### src/design/rrt_pkg.sv
// Constants, encodings and timing for the receive gate and transmit ramp block
package rrt_pkg;
  // Register offsets
  localparam logic [5:0] ADDR_STATE = 6'h02;
  localparam logic [5:0] ADDR_OUTPUT_POWER_CODE = 6'h05;
  localparam logic [5:0] ADDR_RX_SENS = 6'h15;
  // Field positions
  localparam int DET_DIS_BIT = 7;
  localparam int THR_LSB = 0;
  localparam int BUF_LT_LSB = 6;
  localparam int AMP_LEAD_TIME_LSB = 4;
  localparam int PWR_LSB = 0;
  // Reset values
  localparam logic [7:0] OUTPUT_POWER_CODE_RST = 8'hc0;
  localparam logic [7:0] RX_SENS_RST = 8'h00;
  localparam logic [7:0] RX_SENS_WMASK = 8'h8f;
  // State command codes
  localparam logic [4:0] CMD_TX_START = 5'h01;
  localparam logic [4:0] CMD_OFF = 5'h02;
  localparam logic [4:0] CMD_RX_ON = 5'h03;
  localparam logic [4:0] CMD_PLL_ON = 5'h04;
  localparam logic [4:0] CMD_AACK_ON = 5'h05;
  localparam logic [4:0] CMD_ARET_ON = 5'h06;
  // Radio states
  typedef enum logic [2:0] {
    ST_OFF = 3'b000,
    ST_PLL_ON = 3'b001,
    ST_RX_ON = 3'b010,
    ST_AACK_RX = 3'b011,
    ST_BUSY_RX = 3'b100,
    ST_ARET_TX = 3'b101,
    ST_BUSY_TX = 3'b110
  } rrt_state_t;
  // Timing
  localparam int CLK_KHZ = 25000;
  localparam int MOD_START_US = 16;
  localparam int LEAD_STEP_US = 2;
  localparam int AMP_LEAD_TIME_MIN_US = 2;
  localparam int THR_STEP = 3;
  localparam int MOD_START_CYC = MOD_START_US * CLK_KHZ / 1000;
  localparam int STEP_CYC = LEAD_STEP_US * CLK_KHZ / 1000;
  localparam int AMP_LEAD_TIME_MIN_CYC = AMP_LEAD_TIME_MIN_US * CLK_KHZ / 1000;
  localparam int CNT_W = 10;
endpackage

### src/design/rrt_ramp_if.sv
// Signals between the controller and the transmit ramp sequencer
interface rrt_ramp_if;
  logic start;
  logic [1:0] buf_code;
  logic [1:0] pa_code;
  logic amp_buf_en;
  logic amp_en;
  logic mod_start;
  modport ctl (output start, buf_code, pa_code, input amp_buf_en, amp_en, mod_start);
  modport seq (input start, buf_code, pa_code, output amp_buf_en, amp_en, mod_start);
endinterface

### src/design/rrt_ctrl.sv
// Receive sensitivity gate, radio state control and transmit ramp registers
// Behaviour
// - Detect-disable bit set blocks start of any new frame reception.
// - Setting detect-disable leaves a frame already being received undisturbed.
// - Detect-disable blocks regardless of the threshold code.
// - Nonzero threshold code rejects frames whose signal strength does not exceed threshold.
// - Threshold equals base value plus three times code minus one.
// - Threshold code zero accepts every frame regardless of strength.
// - Pin rising edge or start command begins transmit from idle or auto-retry.
// - Trigger enters busy transmit; modulation starts 16 us later.
// - Amplifier buffer and amplifier switch on one after the other.
// - Buffer lead code 0..3 gives one clock cycle, 2, 4, 6 us; default 3.
// - Buffer lead time drives the external front-end transmit switch.
// - Amplifier lead code 0..3 gives 2, 4, 6, 8 us; default 0.
// - Power code selects sixteen steps; zero is maximum, default zero.
// - Receive-on command accepted from off or idle states.
// - While detect-disable stays set, stay receiving and detect no header.
module rrt_ctrl #(
  parameter int RSSI_W = 8,
  parameter logic [7:0] SIGNAL_BASE_VALUE = 8'h10
) (
  // Clock and reset
  input wire logic i_clk,
  input wire logic i_sys_rst,
  // Register access
  input wire logic i_reg_wr,
  input wire logic i_reg_rd,
  input wire logic [5:0] i_reg_addr,
  input wire logic [7:0] i_reg_wdata,
  output logic [7:0] o_reg_rdata,
  // Pin
  input wire logic i_sleep_transmit_pin,
  // Receiver baseband
  input wire logic i_sync_header_det,
  input wire logic [RSSI_W-1:0] i_rssi,
  input wire logic i_rx_frame_end,
  output logic o_demod_start,
  output logic o_demod_abort,
  // Transmitter
  input wire logic i_tx_frame_end,
  output logic o_amp_buffer_en,
  output logic o_amp_en,
  output logic o_modulation_start,
  output logic o_rf_frontend_tx,
  output logic [3:0] o_output_power_code,
  output logic [2:0] o_radio_state
);
  logic [7:0] tx_power_reg;
  logic [7:0] rx_sens_reg;
  logic pin_sync1_reg;
  logic pin_sync2_reg;
  logic pin_prev_reg;
  logic pin_rise;
  logic cmd_wr;
  logic [4:0] cmd;
  logic tx_trigger;
  logic detect_disable;
  logic [3:0] sensitivity_threshold_code;
  logic [RSSI_W+6:0] receive_threshold;
  logic rssi_pass;
  rrt_pkg::rrt_state_t state_reg;
  rrt_pkg::rrt_state_t state_next;
  rrt_pkg::rrt_state_t tx_return_reg;
  rrt_pkg::rrt_state_t rx_return_reg;
  rrt_ramp_if rif ();

  // Register fields
  assign detect_disable = rx_sens_reg[rrt_pkg::DET_DIS_BIT];
  assign sensitivity_threshold_code = rx_sens_reg[rrt_pkg::THR_LSB +: 4];
  assign cmd_wr = i_reg_wr && (i_reg_addr == rrt_pkg::ADDR_STATE);
  assign cmd = i_reg_wdata[4:0];

  // Register writes
  always_ff @(posedge i_clk) begin
    if (i_sys_rst) begin
      tx_power_reg <= rrt_pkg::OUTPUT_POWER_CODE_RST;
      rx_sens_reg <= rrt_pkg::RX_SENS_RST;
    end else if (i_reg_wr) begin
      if (i_reg_addr == rrt_pkg::ADDR_OUTPUT_POWER_CODE) begin
        tx_power_reg <= i_reg_wdata;
      end
      if (i_reg_addr == rrt_pkg::ADDR_RX_SENS) begin
        rx_sens_reg <= i_reg_wdata & rrt_pkg::RX_SENS_WMASK;
      end
    end
  end

  // Register reads, one cycle after the strobe
  always_ff @(posedge i_clk) begin
    if (i_sys_rst) begin
      o_reg_rdata <= 8'h00;
    end else if (i_reg_rd) begin
      case (i_reg_addr)
        rrt_pkg::ADDR_STATE: o_reg_rdata <= {5'h00, state_reg};
        rrt_pkg::ADDR_OUTPUT_POWER_CODE: o_reg_rdata <= tx_power_reg;
        rrt_pkg::ADDR_RX_SENS: o_reg_rdata <= rx_sens_reg;
        default: o_reg_rdata <= 8'h00;
      endcase
    end
  end

  // Pin synchroniser and rising edge
  always_ff @(posedge i_clk) begin
    if (i_sys_rst) begin
      pin_sync1_reg <= 1'b0;
      pin_sync2_reg <= 1'b0;
      pin_prev_reg <= 1'b0;
    end else begin
      pin_sync1_reg <= i_sleep_transmit_pin;
      pin_sync2_reg <= pin_sync1_reg;
      pin_prev_reg <= pin_sync2_reg;
    end
  end
  assign pin_rise = pin_sync2_reg && !pin_prev_reg;

  // Signal strength gate
  always_comb begin
    receive_threshold = (RSSI_W+7)'(SIGNAL_BASE_VALUE)
      + (RSSI_W+7)'(rrt_pkg::THR_STEP) * (RSSI_W+7)'(sensitivity_threshold_code - 4'h1);
    rssi_pass = (sensitivity_threshold_code == 4'h0)
      || ((RSSI_W+7)'(i_rssi) > receive_threshold);
  end

  // Transmit trigger from idle or auto-retry
  assign tx_trigger = ((state_reg == rrt_pkg::ST_PLL_ON) || (state_reg == rrt_pkg::ST_ARET_TX))
    && (pin_rise || (cmd_wr && cmd == rrt_pkg::CMD_TX_START));

  // Next radio state
  always_comb begin
    state_next = state_reg;
    case (state_reg)
      rrt_pkg::ST_OFF, rrt_pkg::ST_PLL_ON: begin
        if (tx_trigger) begin
          state_next = rrt_pkg::ST_BUSY_TX;
        end else if (cmd_wr && cmd == rrt_pkg::CMD_RX_ON) begin
          state_next = rrt_pkg::ST_RX_ON;
        end else if (cmd_wr && cmd == rrt_pkg::CMD_AACK_ON) begin
          state_next = rrt_pkg::ST_AACK_RX;
        end else if (cmd_wr && cmd == rrt_pkg::CMD_PLL_ON) begin
          state_next = rrt_pkg::ST_PLL_ON;
        end else if (cmd_wr && cmd == rrt_pkg::CMD_ARET_ON) begin
          state_next = rrt_pkg::ST_ARET_TX;
        end else if (cmd_wr && cmd == rrt_pkg::CMD_OFF) begin
          state_next = rrt_pkg::ST_OFF;
        end
      end
      rrt_pkg::ST_RX_ON, rrt_pkg::ST_AACK_RX: begin
        if (i_sync_header_det && !detect_disable && rssi_pass) begin
          state_next = rrt_pkg::ST_BUSY_RX;
        end else if (cmd_wr && cmd == rrt_pkg::CMD_PLL_ON) begin
          state_next = rrt_pkg::ST_PLL_ON;
        end else if (cmd_wr && cmd == rrt_pkg::CMD_OFF) begin
          state_next = rrt_pkg::ST_OFF;
        end
      end
      rrt_pkg::ST_BUSY_RX: begin
        if (i_rx_frame_end) begin
          state_next = rx_return_reg;
        end
      end
      rrt_pkg::ST_ARET_TX: begin
        if (tx_trigger) begin
          state_next = rrt_pkg::ST_BUSY_TX;
        end else if (cmd_wr && cmd == rrt_pkg::CMD_PLL_ON) begin
          state_next = rrt_pkg::ST_PLL_ON;
        end
      end
      rrt_pkg::ST_BUSY_TX: begin
        if (i_tx_frame_end) begin
          state_next = tx_return_reg;
        end
      end
      default: state_next = rrt_pkg::ST_OFF;
    endcase
  end

  // Radio state and return states
  always_ff @(posedge i_clk) begin
    if (i_sys_rst) begin
      state_reg <= rrt_pkg::ST_OFF;
      tx_return_reg <= rrt_pkg::ST_PLL_ON;
      rx_return_reg <= rrt_pkg::ST_RX_ON;
    end else begin
      state_reg <= state_next;
      if (tx_trigger) begin
        tx_return_reg <= state_reg;
      end
      if (state_next == rrt_pkg::ST_BUSY_RX && state_reg != rrt_pkg::ST_BUSY_RX) begin
        rx_return_reg <= state_reg;
      end
    end
  end

  // Demodulator start and abandon pulses
  always_ff @(posedge i_clk) begin
    if (i_sys_rst) begin
      o_demod_start <= 1'b0;
      o_demod_abort <= 1'b0;
    end else begin
      o_demod_start <= (state_reg == rrt_pkg::ST_RX_ON || state_reg == rrt_pkg::ST_AACK_RX)
        && i_sync_header_det && !detect_disable && rssi_pass;
      o_demod_abort <= (state_reg == rrt_pkg::ST_RX_ON || state_reg == rrt_pkg::ST_AACK_RX)
        && i_sync_header_det && !detect_disable && !rssi_pass;
    end
  end

  // Ramp sequencer
  assign rif.start = tx_trigger;
  assign rif.buf_code = tx_power_reg[rrt_pkg::BUF_LT_LSB +: 2];
  assign rif.pa_code = tx_power_reg[rrt_pkg::AMP_LEAD_TIME_LSB +: 2];
  rrt_ramp_seq u_ramp (
    .i_clk(i_clk),
    .i_sys_rst(i_sys_rst),
    .rif(rif)
  );

  // Transmit outputs
  always_ff @(posedge i_clk) begin
    if (i_sys_rst) begin
      o_amp_buffer_en <= 1'b0;
      o_amp_en <= 1'b0;
      o_modulation_start <= 1'b0;
      o_rf_frontend_tx <= 1'b0;
      o_output_power_code <= rrt_pkg::OUTPUT_POWER_CODE_RST[rrt_pkg::PWR_LSB +: 4];
    end else begin
      o_amp_buffer_en <= rif.amp_buf_en && state_reg == rrt_pkg::ST_BUSY_TX;
      o_amp_en <= rif.amp_en && state_reg == rrt_pkg::ST_BUSY_TX;
      o_modulation_start <= rif.mod_start;
      o_rf_frontend_tx <= rif.amp_buf_en && state_reg == rrt_pkg::ST_BUSY_TX;
      o_output_power_code <= tx_power_reg[rrt_pkg::PWR_LSB +: 4];
    end
  end
  assign o_radio_state = state_reg;
endmodule

### src/design/rrt_ramp_seq.sv
// Transmit start-up sequencer: amplifier buffer, amplifier, modulation start
module rrt_ramp_seq (
  // Clock and reset
  input wire logic i_clk,
  input wire logic i_sys_rst,
  // Controller side
  rrt_ramp_if.seq rif
);
  logic [rrt_pkg::CNT_W-1:0] cnt_reg;
  logic run_reg;
  logic [rrt_pkg::CNT_W-1:0] pa_on_at;
  logic [rrt_pkg::CNT_W-1:0] buf_on_at;

  // Lead code to cycles
  function automatic logic [rrt_pkg::CNT_W-1:0] lead_cyc(input logic [1:0] code);
    lead_cyc = rrt_pkg::CNT_W'(code) * rrt_pkg::CNT_W'(rrt_pkg::STEP_CYC);
  endfunction

  // Switch-on moments counted from the trigger
  always_comb begin
    pa_on_at = rrt_pkg::CNT_W'(rrt_pkg::MOD_START_CYC - rrt_pkg::AMP_LEAD_TIME_MIN_CYC)
      - lead_cyc(rif.pa_code);
    buf_on_at = pa_on_at - lead_cyc(rif.buf_code)
      - ((rif.buf_code == 2'b00) ? rrt_pkg::CNT_W'(1) : rrt_pkg::CNT_W'(0));
  end

  // Cycle counter from trigger to modulation start
  always_ff @(posedge i_clk) begin
    if (i_sys_rst) begin
      run_reg <= 1'b0;
      cnt_reg <= '0;
    end else if (rif.start) begin
      run_reg <= 1'b1;
      cnt_reg <= '0;
    end else if (run_reg) begin
      cnt_reg <= cnt_reg + rrt_pkg::CNT_W'(1);
      if (cnt_reg == rrt_pkg::CNT_W'(rrt_pkg::MOD_START_CYC - 1)) begin
        run_reg <= 1'b0;
      end
    end
  end

  // Buffer then amplifier, held until the next trigger ends the previous frame
  always_ff @(posedge i_clk) begin
    if (i_sys_rst) begin
      rif.amp_buf_en <= 1'b0;
      rif.amp_en <= 1'b0;
      rif.mod_start <= 1'b0;
    end else begin
      rif.mod_start <= run_reg && (cnt_reg == rrt_pkg::CNT_W'(rrt_pkg::MOD_START_CYC - 1));
      if (rif.start) begin
        rif.amp_buf_en <= 1'b0;
        rif.amp_en <= 1'b0;
      end else if (run_reg) begin
        if (cnt_reg == buf_on_at) begin
          rif.amp_buf_en <= 1'b1;
        end
        if (cnt_reg == pa_on_at) begin
          rif.amp_en <= 1'b1;
        end
      end
    end
  end
endmodule

### config.mk
export PLATFORM = sky130hd
export DESIGN_NAME = rrt_ctrl
export DESIGN_NICKNAME = d
export VERILOG_FILES = /design/src/design/rrt_pkg.sv /design/src/design/rrt_ramp_if.sv /design/src/design/rrt_ctrl.sv /design/src/design/rrt_ramp_seq.sv
export SDC_FILE = /design/constraint.sdc
export NUM_CORES = 1
export LEC_CHECK = 0
export BUFFER_PORTS_ARGS = -buffer_cell sky130_fd_sc_hd__buf_2
export CORE_MARGIN = 5
export CORE_UTILIZATION = 45
export CTS_CLUSTER_SIZE = 20
export DETAILED_ROUTE_END_ITERATION = 8
export PLACE_DENSITY = 0.64
export RECOVER_POWER = 50
export SLEW_MARGIN = 15
export SYNTH_ARGS = -nofsm -noshare
export SYNTH_HDL_FRONTEND = slang
export SYNTH_HIERARCHICAL = 1
export SYNTH_SLANG_ARGS = --single-unit
### constraint.sdc
create_clock -name i_clk -period 7.8 [get_ports i_clk]
set_clock_uncertainty 0.2 [all_clocks]
set_input_delay 1.56 -clock i_clk [delete_from_list [all_inputs] [get_ports i_clk]]
set_output_delay 1.56 -clock i_clk [all_outputs]
set_load 0.01 [all_outputs]
==> reports/qor.yml <==
run_status:
  status: "finished with violations"
  violations: "max-capacitance violations, max-slew violations"
global_routing:
  grt_usage: 0.161
  grt_pass1_wl_um: 13200
  grt_max_degree: 44
  antenna_found_initial: 0
  grt_pass1_vias: 2777
  grt-ovfl-total: 0
final_layout:
  drive_gt1_frac: 0.114
  syn2layout_area_growth_pct: 10.1
  fin_nets: 513
  largest_reg_flops: 10
  num_antenna_cells: 0
  nFillCells: 778
  fin_cells: 550
clock_network:
  clock-sinks: 56
  worstSkewPairLatency_ps: 310
  clk_path_buf_depth: 2
  cts_tree: "done"
  hold_buffers: 0
  cts_made_buffers: 5
  post-cts-setup-buffers: 0
  path_clk_slew_ps: 100
  ctsRootBufferMaster: "clkbuf_8"
  cts_resized: 0
  htree_levels: 2
route:
  firstDrtPassIters: 4
  drc: 0
  ant_nets: 0
  drt_iter0_markers: 115
  routed_via_density: 5.38
  wl_per_cell_um: 14.2
  wl_um: 7790
  num_vias: 2960
logic_synthesis:
  ys_seq_area_frac: 0.318
  syn_nets: 477
  synth_edf_count: 0
  syn_inst: 411
  async_flop_share: 0
  ys_top_cells_by_area: "dfxtp_1, ha_1, nor2_1"
  yosys_warnings: 6
  yosysTopAreaCellShare: 0.318
  synth_seq_cells: 56
  syn_avg_cell_area_um2: 8.58
  synth_flop_cell: "dfxtp_1"
  post-synth-top-area-cell: "dfxtp_1"
  synth_cell_types: 60
  netlist_area_um2: 3530
power_and_ir_drop:
  seq_power_share: 0.575
  irDropWorstVdd_mv: 0.0755
  p_int_uw: 379
  clkPwrFrac: 0.334
  p_per_area_nw_per_um2: 129
  leakagePower_nw: 1.55
  swShare: 0.245
  p_switching_uw: 123
  comb_power_share: 0.092
setup_path:
  cp_slowest_cell: "fa_1"
  r2r-start: "rx_sens_reg[0]$_SDFFE_PP0P_"
  slowest_delay_ps: 480
  arrival_ps: 4540
  cp-end-kind: "flip-flop"
  crit_type: "reg -> reg"
  worstSetupStartpoint: "rx_sens_reg[0]$_SDFFE_PP0P_"
  ff2ff_path_depth: 16
  startpoint_type: "flip-flop"
  path_max_fanout: 5
  regToRegSetupSlack_ps: 3250
  cp_cell_sequence: "inv_1 > ha_1 > xor2_1 > ha_1 > ha_1 > ha_1 > fa_1 > inv_1 > ha_1 > a211o_1 > a211o_1 > o22ai_1 > o21ai_1 > o211a_1 > nor4b_2 > or3_1"
  endpoint: "rx_return_reg[1]$_SDFFE_PP1P_"
  critPathMostFrequentCell: "ha_1"
  r2r_end: "rx_return_reg[1]$_SDFFE_PP1P_"
  cp.required_ps: 7800
die:
  die_width_um: 98.6
  initial_core_util: 0.459
  num_rows: 32
  fp.dieH_um: 98.6
  coreArea_um2: 7690
  ioPinCount: 51
  fp.dieArea_um2: 9710
placed_design:
  gp_congestion: 0.863
  portBuffers: 50
  post-place-cells: 542
  dp_hpwl_um: 6030
timing:
  rsz0062_at_grt: "no"
  hold_viol: 0
  period_share: 0.583
  fmax_mhz: 220
  finalCriticalPeriod_ps: 4550
  relSlewSlack: -0.306
  tightest_slew_ps: 1960
  maxSlewViolCount: 44
  setup_viol: 0
  fin_tns_setup_ps: 0
flow_run:
  drv_cap: 1
hold_path:
  hp-class: "reg -> reg"
==> layout make-up <==
| class | count | area (um^2) | area share |
|---|---|---|---|
| multi-input combinational | 306 | 2210 | 0.569 |
| sequential | 56 | 1120 | 0.289 |
| timing repair buffer | 50 | 223 | 0.0573 |
| tap | 102 | 128 | 0.0329 |
| inverter | 28 | 105 | 0.0271 |
| clock buffer | 6 | 82.6 | 0.0213 |
| clock inverter | 2 | 15.0 | 0.00386 |
==> worst max-delay path, delay by kind of cell, from the launching register on <==
family,cells,cell delay (ps)
and+or+nand+nor,2,470
buffers and inverters,2,130
DFF,1,430
AOI/OAI and AO/OA,5,1130
xor gates and xnor gates,1,230
adders and majority gates,6,1850
==> cells by family after synthesis <==
group                      count (synthesis)  share of synthesized area
buffers and inverters                     49                     0.0557
DFF                                       56                      0.318
adders and majority gates                 36                      0.130
muxes                                     12                     0.0340
and+or+nand+nor                          162                      0.253
AOI/OAI and AO/OA                         67                      0.138
xor gates and xnor gates                  29                     0.0720
==> placed cells by master, fill, tap and decap left out, drive strengths merged, types with 4 or more instances in the layout <==
master / netlist / final
dfxtp: 56 / 56
nor2: 47 / 47
ha: 35 / 35
inv: 28 / 28
buf: 4 / 28
clkbuf: 17 / 28
a21oi: 24 / 24
nand2: 21 / 21
xnor2: 15 / 15
xor2: 14 / 14
nand3: 14 / 14
nor2b: 13 / 13
nor3: 12 / 12
mux2i: 12 / 12
nand2b: 9 / 9
nand4: 9 / 9
nor3b: 6 / 6
o21ai: 6 / 6
and3: 5 / 5
a211oi: 5 / 5
a31o: 4 / 4
nand3b: 4 / 4
a211o: 4 / 4
or3: 4 / 4
o22ai: 4 / 4
==> synth_stat cells, drive strengths merged, types with 4 or more instances <==
master and n:
a211o 4, a211oi 5, a21oi 24, a31o 4, and3 5, buf 4, clkbuf 17, dfxtp 56
ha 35, inv 28, mux2i 12, nand2 21, nand2b 9, nand3 14, nand3b 4, nand4 9
nor2 47, nor2b 13, nor3 12, nor3b 6, o21ai 6, o22ai 4, or3 4, xnor2 15
xor2 14
==> layer usage <==
| metal | vias up | global-route usage | wire, um |
|---|---|---|---|
| met5 | - | 0 | 0 |
| met4 | 0 | 0.0368 | 100 |
| met3 | 9 | 0.0276 | 252 |
| met2 | 54 | 0.265 | 3550 |
| met1 | 1382 | 0.222 | 3880 |
| li1 | 1515 | - | - |
==> how the worst min path moves through the flow <==
stage	start	endpoint	slack, ps	cells past startpoint
after global routing	u_ramp/rif.mod_start$_SDFF_PP0_	o_modulation_start$_SDFF_PP0_	270	1
after floorplan	u_ramp/rif.mod_start$_SDFF_PP0_	o_modulation_start$_SDFF_PP0_	210	1
after CTS	tx_return_reg[1]$_SDFFE_PP0P_	tx_return_reg[1]$_SDFFE_PP0P_	250	2
after global placement	pin_sync1_reg$_SDFF_PP0_	pin_sync2_reg$_SDFF_PP0_	230	1
final	u_ramp/rif.mod_start$_SDFF_PP0_	o_modulation_start$_SDFF_PP0_	250	1
after detailed placement	pin_sync1_reg$_SDFF_PP0_	pin_sync2_reg$_SDFF_PP0_	230	1
==> power by group through the flow <==
| stage | sequential, mW | combinational [mW] | clock, mW |
|---|---|---|---|
| 2_1_floorplan | 0.295 | 0.0300 | 0 |
| 3_3_place_gp | 0.295 | 0.0455 | 0 |
| 3_5_place_dp | 0.295 | 0.0463 | 0 |
| 4_1_cts | 0.289 | 0.0465 | 0.175 |
| 5_1_grt | 0.289 | 0.0523 | 0.187 |
| 6_report | 0.289 | 0.0460 | 0.168 |
==> per-stage QoR <==
step,cell area [um^2],util,hold slack (ps),power (mW),setup WS (ps)
floorplan,3530,-,214,0.325,3590
global placement,3810,0.496,226,0.341,3400
detailed placement,3810,0.496,228,0.342,3280
CTS,3910,0.509,254,0.510,3250
global route,3880,0.505,271,0.528,3010
finish,3880,0.505,248,0.502,3250
Power figures use the tool's default switching activity.
